$ cat src/dpcs_defs.svh
// Constants for the dual-loop clock select block: register offsets,
// field positions, reset values and timing.
// Assumes inclusion by bare name from every design file of the block.
`ifndef DPCS_DEFS_SVH
`define DPCS_DEFS_SVH

// Register port
`define DPCS_ADDR_W 4
`define DPCS_DATA_W 32
`define DPCS_OFF_CFG 4'h0
`define DPCS_OFF_STAT 4'h4

// Clock configuration register fields
`define DPCS_EXTCFG_HI 4
`define DPCS_EXTCFG_LO 0
`define DPCS_EXTRNG_HI 6
`define DPCS_EXTRNG_LO 5
`define DPCS_PS_BIT 7
`define DPCS_PSS_BIT 8
`define DPCS_PI0_BIT 9
`define DPCS_PC0_HI 14
`define DPCS_PC0_LO 10
`define DPCS_PR0_HI 16
`define DPCS_PR0_LO 15
`define DPCS_PC1_HI 21
`define DPCS_PC1_LO 17
`define DPCS_PR1_HI 23
`define DPCS_PR1_LO 22

// Status register fields
`define DPCS_ST_LOCK0_BIT 0
`define DPCS_ST_LOCK1_BIT 1
`define DPCS_ST_BUSY_BIT 2
`define DPCS_ST_CORERST_BIT 3

// Reset values
`define DPCS_MULT_RST 5'h00
`define DPCS_RNG_RST 2'h0
`define DPCS_WORD_ZERO 32'h0000_0000

// Multiplier codes that stop the loop
`define DPCS_MULT_OFF_A 5'h00
`define DPCS_MULT_OFF_B 5'h01
`define DPCS_MULT_OFF_C 5'h1f

// Timing
`define DPCS_CLK_PERIOD_NS 20
`define DPCS_LOCK_NS_DEFAULT 100000

`endif

$ cat src/dpcs_pkg.sv
// Types shared by the dual-loop clock select block.
// Assumes dpcs_defs.svh is reachable on the include path.
`include "dpcs_defs.svh"
`default_nettype none

package dpcs_pkg;

    // Multiplier and range of one loop
    typedef struct packed {
        logic [4:0] mult;
        logic [1:0] range;
    } dpcs_loop_s;

    // One register port request
    typedef struct packed {
        logic [`DPCS_ADDR_W-1:0] addr;
        logic [`DPCS_DATA_W-1:0] wdata;
        logic wr;
        logic rd;
    } dpcs_req_s;

    // Changeover sequencer states
    typedef enum logic [2:0] {
        SW_IDLE = 3'b001,
        SW_QUIET = 3'b010,
        SW_SWAP = 3'b100
    } dpcs_sw_e;

endpackage

`default_nettype wire

$ cat src/dpcs_clock_select.sv
// Dual-loop core clock source select with its configuration register.
// Assumes loop analog and clock mux sit outside; pins are asynchronous.
`include "dpcs_defs.svh"
`default_nettype none

module dpcs_clock_select #(
    parameter int unsigned LOCK_NS = `DPCS_LOCK_NS_DEFAULT
) (
    // Clock and reset
    input wire logic sys_clk,
    input wire logic arst_n,
    // Pins
    input wire logic hardResetInN,
    input wire logic [4:0] extCfgPins,
    input wire logic [1:0] extRangePins,
    // Register port
    input wire dpcs_pkg::dpcs_req_s busReq,
    output var logic [`DPCS_DATA_W-1:0] rdataQ,
    // Loop control
    output var dpcs_pkg::dpcs_loop_s loopZeroCfgQ,
    output var dpcs_pkg::dpcs_loop_s loopOneCfgQ,
    output var logic loopZeroPowerQ,
    output var logic loopOnePowerQ,
    // Core clock mux
    output var logic clkSelOne,
    output var logic clkGateEn,
    output var logic sourceInUse,
    output var logic changeBusy,
    // Core reset
    output var logic coreResetQ
);

    // Rounded up: a lock time that is not a whole number of bus cycles
    // must still be waited out in full
    localparam int unsigned LOCK_CYCLES =
        (LOCK_NS + `DPCS_CLK_PERIOD_NS - 1) / `DPCS_CLK_PERIOD_NS;

    // A lock time below one bus cycle cannot be counted
    if (LOCK_NS < `DPCS_CLK_PERIOD_NS)
    begin
        $error("LOCK_NS must cover at least one clock period");
    end

    // Codes that stop a loop instead of multiplying
    function automatic logic multIsOff(input logic [4:0] m);
        multIsOff = (m == `DPCS_MULT_OFF_A) || (m == `DPCS_MULT_OFF_B)
            || (m == `DPCS_MULT_OFF_C);
    endfunction

    ////////////////////////////////////////////////////////////////////
    // Pin synchronisers

    // Hard reset and strap pins are asynchronous: two flops each before
    // any logic looks at them. The hard reset pair starts asserted, so
    // nothing runs a cycle on unsynchronised pins after power-on.
    logic hrstMeta;
    logic hrstSyncN;
    logic [6:0] pinMeta;
    logic [6:0] pinSync;
    logic hardRst;

    always_ff @(posedge sys_clk or negedge arst_n)
    begin
        if (!arst_n)
        begin
            hrstMeta <= 1'b0;
            hrstSyncN <= 1'b0;
        end
        else
        begin
            hrstMeta <= hardResetInN;
            hrstSyncN <= hrstMeta;
        end
    end

    always_ff @(posedge sys_clk or negedge arst_n)
    begin
        if (!arst_n)
        begin
            pinMeta <= '0;
            pinSync <= '0;
        end
        else
        begin
            pinMeta <= {extRangePins, extCfgPins};
            pinSync <= pinMeta;
        end
    end

    assign hardRst = !hrstSyncN;

    ////////////////////////////////////////////////////////////////////
    // Strap capture

    // Pins are only trusted while hard reset is held; once released the
    // captured value stands, so pin noise cannot retune a running loop.
    dpcs_pkg::dpcs_loop_s strapQ;

    always_ff @(posedge sys_clk or negedge arst_n)
    begin
        if (!arst_n)
            strapQ <= '0;
        else if (hardRst)
            strapQ <= {pinSync[4:0], pinSync[6:5]};
    end

    ////////////////////////////////////////////////////////////////////
    // Clock configuration register

    logic psQ;
    logic pi0Q;
    logic [4:0] pc0Q;
    logic [1:0] pr0Q;
    logic [4:0] pc1Q;
    logic [1:0] pr1Q;
    logic cfgWr;
    logic statRd;
    logic cfgRd;
    logic [`DPCS_DATA_W-1:0] wd;

    assign wd = busReq.wdata;

    // Unmapped offsets decode to nothing: writes vanish, reads give zero
    always_comb
    begin
        cfgWr = 1'b0;
        cfgRd = 1'b0;
        statRd = 1'b0;
        if (busReq.addr == `DPCS_OFF_CFG)
        begin
            cfgWr = busReq.wr;
            cfgRd = busReq.rd;
        end
        else if (busReq.addr == `DPCS_OFF_STAT)
        begin
            statRd = busReq.rd;
        end
    end

    // Read-only fields and bits 24 to 31 simply have no storage.
    // Hard reset returns every writable field to zero, which means
    // loop zero from pins, loop one off in its medium range
    always_ff @(posedge sys_clk or negedge arst_n)
    begin
        if (!arst_n)
        begin
            psQ <= 1'b0;
            pi0Q <= 1'b0;
            pc0Q <= `DPCS_MULT_RST;
            pr0Q <= `DPCS_RNG_RST;
            pc1Q <= `DPCS_MULT_RST;
            pr1Q <= `DPCS_RNG_RST;
        end
        else if (hardRst)
        begin
            psQ <= 1'b0;
            pi0Q <= 1'b0;
            pc0Q <= `DPCS_MULT_RST;
            pr0Q <= `DPCS_RNG_RST;
            pc1Q <= `DPCS_MULT_RST;
            pr1Q <= `DPCS_RNG_RST;
        end
        else if (cfgWr)
        begin
            psQ <= wd[`DPCS_PS_BIT];
            pi0Q <= wd[`DPCS_PI0_BIT];
            pc0Q <= wd[`DPCS_PC0_HI:`DPCS_PC0_LO];
            pr0Q <= wd[`DPCS_PR0_HI:`DPCS_PR0_LO];
            pc1Q <= wd[`DPCS_PC1_HI:`DPCS_PC1_LO];
            pr1Q <= wd[`DPCS_PR1_HI:`DPCS_PR1_LO];
        end
    end

    ////////////////////////////////////////////////////////////////////
    // Effective loop settings

    dpcs_pkg::dpcs_loop_s loopZeroEff;
    dpcs_pkg::dpcs_loop_s loopOneEff;
    logic loopZeroOn;
    logic loopOneOn;

    // Loop zero follows the strap until software takes internal control
    always_comb
    begin
        if (pi0Q)
            loopZeroEff = {pc0Q, pr0Q};
        else
            loopZeroEff = strapQ;
        loopOneEff = {pc1Q, pr1Q};
    end

    // Internal control with a zero multiplier stops loop zero
    assign loopZeroOn = !multIsOff(loopZeroEff.mult);
    assign loopOneOn = !multIsOff(loopOneEff.mult);

    // Registered so the loop side sees one clean change per edge
    always_ff @(posedge sys_clk or negedge arst_n)
    begin
        if (!arst_n)
        begin
            loopZeroCfgQ <= '0;
            loopOneCfgQ <= '0;
            loopZeroPowerQ <= 1'b0;
            loopOnePowerQ <= 1'b0;
        end
        else
        begin
            loopZeroCfgQ <= loopZeroEff;
            loopOneCfgQ <= loopOneEff;
            loopZeroPowerQ <= loopZeroOn;
            loopOnePowerQ <= loopOneOn;
        end
    end

    ////////////////////////////////////////////////////////////////////
    // Lock tracking

    logic restartZero;
    logic restartOne;
    logic lockZero;
    logic lockOne;

    // The timers stand in for lock detect; the analog loops sit outside.
    // Any change of a loop's setting starts its lock time again
    assign restartZero = hardRst || (loopZeroEff != loopZeroCfgQ);
    assign restartOne = hardRst || (loopOneEff != loopOneCfgQ);

    // One timer design and one lock count serve both loops
    dpcs_lock_timer #(
        .LOCK_CYCLES(LOCK_CYCLES)
    ) u_lock_zero (
        .sys_clk(sys_clk),
        .arst_n(arst_n),
        .restart(restartZero),
        .powered(loopZeroOn),
        .locked(lockZero)
    );

    dpcs_lock_timer #(
        .LOCK_CYCLES(LOCK_CYCLES)
    ) u_lock_one (
        .sys_clk(sys_clk),
        .arst_n(arst_n),
        .restart(restartOne),
        .powered(loopOneOn),
        .locked(lockOne)
    );

    ////////////////////////////////////////////////////////////////////
    // Core reset

    // Core stays in reset through hard reset and until loop zero locks
    // again; after release a later loop zero stop does not re-enter it.
    always_ff @(posedge sys_clk or negedge arst_n)
    begin
        if (!arst_n)
            coreResetQ <= 1'b1;
        else if (hardRst)
            coreResetQ <= 1'b1;
        else if (lockZero)
            coreResetQ <= 1'b0;
    end

    ////////////////////////////////////////////////////////////////////
    // Changeover

    // No lock check here: selecting an unlocked or stopped loop is a
    // software fault, and the sequencer must still finish in time.
    dpcs_clk_switch u_switch (
        .sys_clk(sys_clk),
        .arst_n(arst_n),
        .syncClr(hardRst),
        .reqSel(psQ),
        .muxSel(clkSelOne),
        .gateEn(clkGateEn),
        .inUse(sourceInUse),
        .busy(changeBusy)
    );

    ////////////////////////////////////////////////////////////////////
    // Read path

    function automatic logic [`DPCS_DATA_W-1:0] cfgWord();
        logic [`DPCS_DATA_W-1:0] w;
        w = `DPCS_WORD_ZERO;
        w[`DPCS_EXTCFG_HI:`DPCS_EXTCFG_LO] = strapQ.mult;
        w[`DPCS_EXTRNG_HI:`DPCS_EXTRNG_LO] = strapQ.range;
        w[`DPCS_PS_BIT] = psQ;
        w[`DPCS_PSS_BIT] = sourceInUse;
        w[`DPCS_PI0_BIT] = pi0Q;
        w[`DPCS_PC0_HI:`DPCS_PC0_LO] = pc0Q;
        w[`DPCS_PR0_HI:`DPCS_PR0_LO] = pr0Q;
        w[`DPCS_PC1_HI:`DPCS_PC1_LO] = pc1Q;
        w[`DPCS_PR1_HI:`DPCS_PR1_LO] = pr1Q;
        cfgWord = w;
    endfunction

    function automatic logic [`DPCS_DATA_W-1:0] statWord();
        logic [`DPCS_DATA_W-1:0] w;
        w = `DPCS_WORD_ZERO;
        w[`DPCS_ST_LOCK0_BIT] = lockZero;
        w[`DPCS_ST_LOCK1_BIT] = lockOne;
        // Busy also covers the cycle between a select write and the
        // sequencer's first edge, so a poll right after the write
        // never misses a changeover that has not begun yet
        w[`DPCS_ST_BUSY_BIT] = changeBusy || (psQ != sourceInUse);
        w[`DPCS_ST_CORERST_BIT] = coreResetQ;
        statWord = w;
    endfunction

    // Data stand only in the cycle after the strobe
    always_ff @(posedge sys_clk or negedge arst_n)
    begin
        if (!arst_n)
            rdataQ <= `DPCS_WORD_ZERO;
        else if (cfgRd)
            rdataQ <= cfgWord();
        else if (statRd)
            rdataQ <= statWord();
        else
            rdataQ <= `DPCS_WORD_ZERO;
    end

endmodule

`default_nettype wire

$ cat src/dpcs_lock_timer.sv
// Lock timer for one loop: counts a fixed settle time after every
// restart while the loop is powered.
// Assumes restart and powered come from logic on sys_clk.
`include "dpcs_defs.svh"
`default_nettype none

module dpcs_lock_timer #(
    parameter int unsigned LOCK_CYCLES = 5000
) (
    // Clock and reset
    input wire logic sys_clk,
    input wire logic arst_n,
    // Control
    input wire logic restart,
    input wire logic powered,
    // Status
    output var logic locked
);

    localparam int unsigned CW = $clog2(LOCK_CYCLES + 1);
    localparam logic [CW-1:0] LIM = CW'(LOCK_CYCLES);

    // A zero count would report lock on a loop that never settled
    if (LOCK_CYCLES < 1)
    begin
        $error("LOCK_CYCLES must be at least one");
    end

    logic [CW-1:0] cntQ;

    always_ff @(posedge sys_clk or negedge arst_n)
    begin
        if (!arst_n)
            cntQ <= '0;
        else if (restart || !powered)
            cntQ <= '0;
        else if (cntQ != LIM)
            cntQ <= cntQ + CW'(1);
    end

    // A stopped or just-changed loop is never reported locked
    always_ff @(posedge sys_clk or negedge arst_n)
    begin
        if (!arst_n)
            locked <= 1'b0;
        else if (restart || !powered)
            locked <= 1'b0;
        else if (cntQ == LIM)
            locked <= 1'b1;
    end

endmodule

`default_nettype wire

$ cat src/dpcs_clk_switch.sv
// Changeover sequencer: gates the core clock off, swaps the mux,
// gates it on again and reports the loop in use on that same edge.
// Assumes reqSel and syncClr come from logic on sys_clk.
`include "dpcs_defs.svh"
`default_nettype none

module dpcs_clk_switch (
    // Clock and reset
    input wire logic sys_clk,
    input wire logic arst_n,
    input wire logic syncClr,
    // Request
    input wire logic reqSel,
    // Clock mux control and status
    output var logic muxSel,
    output var logic gateEn,
    output var logic inUse,
    output var logic busy
);

    dpcs_pkg::dpcs_sw_e stateQ;
    dpcs_pkg::dpcs_sw_e stateD;
    logic targetQ;
    logic start;

    assign start = (stateQ == dpcs_pkg::SW_IDLE) && (reqSel != inUse);

    always_comb
    begin
        stateD = stateQ;
        case (stateQ)
            dpcs_pkg::SW_IDLE: if (start) stateD = dpcs_pkg::SW_QUIET;
            dpcs_pkg::SW_QUIET: stateD = dpcs_pkg::SW_SWAP;
            dpcs_pkg::SW_SWAP: stateD = dpcs_pkg::SW_IDLE;
            default: stateD = dpcs_pkg::SW_IDLE;
        endcase
    end

    always_ff @(posedge sys_clk or negedge arst_n)
    begin
        if (!arst_n)
            stateQ <= dpcs_pkg::SW_IDLE;
        else if (syncClr)
            stateQ <= dpcs_pkg::SW_IDLE;
        else
            stateQ <= stateD;
    end

    // Target is latched so a rewrite mid-swap cannot tear the mux
    always_ff @(posedge sys_clk or negedge arst_n)
    begin
        if (!arst_n)
            targetQ <= 1'b0;
        else if (start)
            targetQ <= reqSel;
    end

    // Gate is low across the mux swap so no runt pulse escapes
    always_ff @(posedge sys_clk or negedge arst_n)
    begin
        if (!arst_n)
            gateEn <= 1'b1;
        else if (syncClr)
            gateEn <= 1'b1;
        else if (start)
            gateEn <= 1'b0;
        else if (stateQ == dpcs_pkg::SW_SWAP)
            gateEn <= 1'b1;
    end

    always_ff @(posedge sys_clk or negedge arst_n)
    begin
        if (!arst_n)
            muxSel <= 1'b0;
        else if (syncClr)
            muxSel <= 1'b0;
        else if (stateQ == dpcs_pkg::SW_QUIET)
            muxSel <= targetQ;
    end

    // In-use follows only once the gate reopens
    always_ff @(posedge sys_clk or negedge arst_n)
    begin
        if (!arst_n)
            inUse <= 1'b0;
        else if (syncClr)
            inUse <= 1'b0;
        else if (stateQ == dpcs_pkg::SW_SWAP)
            inUse <= muxSel;
    end

    always_ff @(posedge sys_clk or negedge arst_n)
    begin
        if (!arst_n)
            busy <= 1'b0;
        else if (syncClr)
            busy <= 1'b0;
        else
            busy <= (stateD != dpcs_pkg::SW_IDLE);
    end

endmodule

`default_nettype wire

$ cat config.mk
export PLATFORM = sky130hd
export DESIGN_NAME = dpcs_clock_select
export DESIGN_NICKNAME = d
export VERILOG_FILES = /design/src/dpcs_pkg.sv /design/src/dpcs_clock_select.sv /design/src/dpcs_lock_timer.sv /design/src/dpcs_clk_switch.sv
export VERILOG_INCLUDE_DIRS = /design/src
export SDC_FILE = /design/constraint.sdc
export NUM_CORES = 1
export LEC_CHECK = 0
export BUFFER_PORTS_ARGS = -buffer_cell sky130_fd_sc_hd__clkbuf_2
export CAP_MARGIN = 20
export CORE_ASPECT_RATIO = 0.75
export CORE_MARGIN = 3
export CORE_UTILIZATION = 40
export DETAILED_ROUTE_END_ITERATION = 8
export SKIP_LAST_GASP = 1
export SYNTH_ARGS = -nofsm -noshare
export SYNTH_HDL_FRONTEND = slang
export SYNTH_SLANG_ARGS = --single-unit
$ cat constraint.sdc
create_clock -name sys_clk -period 3.6 [get_ports sys_clk]
set_input_delay 0.18 -clock sys_clk [delete_from_list [all_inputs] [get_ports sys_clk]]
set_output_delay 0.18 -clock sys_clk [all_outputs]
set_load 0.03 [all_outputs]
==> summary.md <==
| Metric | Value |
|---|---|
| CP endpoint kind | `register` |
| Mapped Avg Cell Area | `12.2 µm²` |
| DRC Markers | `0` |
| Slowest CP cell | `dfrtp_1` |
| Setup TNS | `0 ns` |
| Post-CTS Setup Inserts | `0` |
| Final Critical Period | `2.48 ns` |
| CP Cell Sequence | `mux2i_1, xor2_1, nand4_1, nor4_1` |
| Logic pwr share | `0.058` |
| Core area | `0.0112 mm²` |
| Antenna viol nets, final | `0` |
| Clk_lat worst skew | `0.40 ns` |
| Slew @ Worst Pin | `1.13 ns` |
| Setup-failing EPs final | `0` |
| Slew Viols, Final | `0` |
| Crit path buffers/inverters | `0` |
| Hold Violations, Final | `0` |
| Clock power share | `0.533` |
| Total Wirelength | `9800 µm` |
| Hold-fix buffers, CTS | `9` |
| Max_cap viols | `0` |
| RD Place Congestion | `0.831` |
| Maximum clock insertion buffer count | `2` |
| CTS sink count | `116` |
| Rel. slew slack | `0.247` |
| Critical Path AT | `2.76 ns` |
| Cell Pwr Density | `561 mW/mm²` |
| Area of the multi-input gates | `0.00167 mm²` |
| Vias in the first global route | `3163` |
| Synth warn | `0` |
| CTS root buf | `clkbuf_16` |
| WP depth | `4` |
| CTS tree | `built` |
| Antenna diodes | `0` |
| First-pass GRT wire length | `16600 µm` |
| Status | `complete, no violations` |
| Family with the most delay on the worst path | `simple AND/OR/NAND/NOR gates` |
| RSZ-0062 raised after global routing | `no` |
| Area Growth Syn to Fin | `26.1%` |
| Mapped Cells | `388` |
| Internal power | `2.60 mW` |
| Power consumption | `3.36 mW` |
| Ratio of cells with drive above 1 in the final layout | `0.260` |
| Die Span Y | `100 µm` |
| DIE WIDTH | `132 µm` |
| 1st-iter DRT viols | `164` |
| Clock Skew | `0.00730 ns` |
| P_sw | `0.752 mW` |
| Post-synthesis cell area | `0.00475 mm²` |
| Sequential element share of the synthesized area | `0.612` |
| Reg power frac | `0.409` |
| Gr usage total | `0.161` |
| Register-to-Register Path Depth | `4` |
| Largest net degree at the start of global routing | `67` |
| P_leak | `2.90 nW` |
| Die ar. | `0.0132 mm²` |
| CTS clock-pin slew for the worst setup and hold paths | `0.06 ns` |
| FILL cells | `1000` |
| Antenna violations before repair | `0` |
| Hold Crit Class | `primary input to register` |
| Net count, final | `531` |
| GRT Residual Overflow | `0` |
| Ratio of final minimum period to clock period | `0.689` |
| F_max | `0.403 GHz` |
| Port-buffer cells | `76` |
| Vias | `3115` |
| Ports | `101` |
| CP Launch Type | `register` |
| Worst stage delay on the critical path | `0.63 ns` |
| Hpwl dp | `6530 µm` |
| CTS buffer count | `17` |
| Std cell rows | `33` |
| Worst EP required | `3.87 ns` |
| WHS Path Cells | `3` |
| Sw frac | `0.224` |
| Seq. cell area | `0.00291 mm²` |
| Initial Utilization | `0.423` |
| Distinct cell type count after synthesis | `39` |
| Worst ir drop on vdd | `0.000348 V` |
| Synth Register Bits | `116` |
| Crit Path Category | `register to register` |
| Routed wire per std cell | `15.1 µm` |
| H-tree Lvls | `4` |
| Resized cells post-CTS | `0` |
| Drt first pass iters | `4` |
| Vias per inst | `4.80` |
| Worst-path maximum fanout | `14` |
[synthesized netlist by cell type, drive strengths merged]
| library cell | instances | area [µm²] |
|---|---|---|
| a2111oi | 1 | 27.5 |
| or3 | 3 | 18.8 |
| and4 | 2 | 17.5 |
| mux2i | 28 | 280 |
| a31oi | 1 | 6.26 |
| buf | 12 | 82.6 |
| nand3 | 11 | 55.1 |
| or4 | 5 | 37.5 |
| xor2 | 18 | 158 |
| nand3b | 3 | 22.5 |
| or3b | 1 | 8.76 |
| a21oi | 8 | 40.0 |
| and2b | 1 | 7.51 |
| nand2 | 10 | 37.5 |
| a21bo | 1 | 10.0 |
| nor3 | 5 | 25.0 |
| nor2 | 19 | 71.3 |
| or2 | 1 | 6.26 |
| dfrtp | 113 | 2830 |
| o21ai | 7 | 38.8 |
| dfstp | 3 | 78.8 |
| and2 | 21 | 131 |
| clkbuf | 11 | 42.5 |
| xnor2 | 16 | 140 |
| nor4 | 18 | 113 |
| mux2 | 9 | 101 |
| inv | 18 | 67.6 |
| nand4 | 9 | 56.3 |
| o31ai | 1 | 7.51 |
| nor2b | 19 | 119 |
| and3 | 4 | 25.0 |
| nor3b | 2 | 15.0 |
| a211oi | 1 | 7.51 |
| or4b | 1 | 10.0 |
| ha | 4 | 50.1 |
| conb | 1 | 3.75 |
[cell type report]
class,count,share of cell area
tap,157,0.0328
clock buffer,19,0.0757
timing repair buffer,88,0.0849
multi-input combinational,238,0.280
clock inverter,13,0.0301
inverter,18,0.0113
sequential,116,0.486
[worst register-to-register path, cell delays in order, from the launching register on]
cell	delay, ns
dfrtp_1	0.63
mux2i_1	0.47
xor2_1	0.18
nand4_1	0.58
nor4_1	0.49
[per-stage QoR]
| stage | hold slack (ns) | utilization | worst slack (ns) | cells | area, µm² |
|---|---|---|---|---|---|
| CTS | 0.0286 | 0.533 | 1.06 | 649 | 5990 |
| global placement | 0.245 | 0.469 | 1.16 | 608 | 5260 |
| global route | 0.0335 | 0.533 | 0.844 | 649 | 5990 |
| floorplan | -0.116 | - | 1.63 | 395 | 4770 |
| finish | 0.0427 | 0.533 | 1.12 | 649 | 5990 |
| detailed placement | 0.255 | 0.469 | 1.08 | 608 | 5260 |
[cells in the final DEF (no fill, tap or decap), types with 5 or more instances in the layout]
master,netlist,routed
a21oi_1,8,8
and2_1,21,21
clkbuf_16,0,17
clkbuf_2,1,75
conb_1,1,8
dfrtp_1,113,113
dlygate4sd3_1,0,9
inv_1,18,18
mux2_2,9,9
mux2i_1,28,28
nand2_1,10,10
nand3_1,11,11
nand4_1,9,9
nor2_1,19,19
nor2b_1,19,19
nor3_1,5,5
nor4_1,18,18
o21ai_0,6,6
or4_1,5,5
xnor2_1,16,16
xor2_1,18,18
[state kept, by name (all words and copies together) (netlist names), 5 cells and up]
| name | flops |
|---|---|
| loopOneCfgQ | 7 |
| loopZeroCfgQ | 7 |
| pc0Q | 5 |
| pc1Q | 5 |
| pinMeta | 7 |
| pinSync | 7 |
| rdataQ | 24 |
| strapQ | 7 |
| u_lock_one.cntQ | 13 |
| u_lock_zero.cntQ | 13 |
[kinds of logic (layout without fill, tap and decap cells)]
family / Yosys count / count (layout) / share of synthesized area
buffers and inverters: 41 / 138 / 0.0406
other: 1 / 8 / 0.000790
xor gates and xnor gates: 34 / 34 / 0.0627
AOI/OAI and AO/OA: 20 / 20 / 0.0290
DFF: 116 / 116 / 0.612
and+or+nand+nor: 135 / 135 / 0.164
adders and majority gates: 4 / 4 / 0.0105
muxes: 37 / 37 / 0.0804
[layer usage]
| layer | global-route usage | vias to the layer above | routed length (µm) |
|---|---|---|---|
| met5 | 0 | - | 0 |
| met4 | 0.0484 | 0 | 106 |
| met3 | 0.0506 | 10 | 312 |
| met2 | 0.244 | 46 | 4490 |
| met1 | 0.224 | 1565 | 4900 |
| li1 | - | 1494 | - |
[power groups by stage]
stage | clock network (mW) | registers [mW] | logic, mW
2_1_floorplan | 0 | 1.41 | 0.0936
5_1_grt | 1.89 | 1.38 | 0.218
3_3_place_gp | 0 | 1.39 | 0.189
6_report | 1.79 | 1.37 | 0.195
4_1_cts | 1.82 | 1.37 | 0.199
3_5_place_dp | 0 | 1.40 | 0.191
[worst paths after layout]
path | start | end | slack [ns]
setup / recovery | pi0Q$_DFFE_PN0P_ | u_lock_zero.cntQ[8]$_DFFE_PN0P_ | 1.12
hold / removal | busReq[24] | pr1Q[0]$_DFFE_PN0P_ | 0.04
setup reg to reg | pi0Q$_DFFE_PN0P_ | u_lock_zero.cntQ[8]$_DFFE_PN0P_ | 1.12
hold reg to reg | pinMeta[6]$_DFF_PN0_ | pinSync[6]$_DFF_PN0_ | 0.35
max in group asynchronous | arst_n | loopZeroPowerQ$_DFF_PN0_ | 2.47
min in group asynchronous | arst_n | u_switch.muxSel$_DFFE_PN0P_ | 0.35
Power figures use the tool's default switching activity.
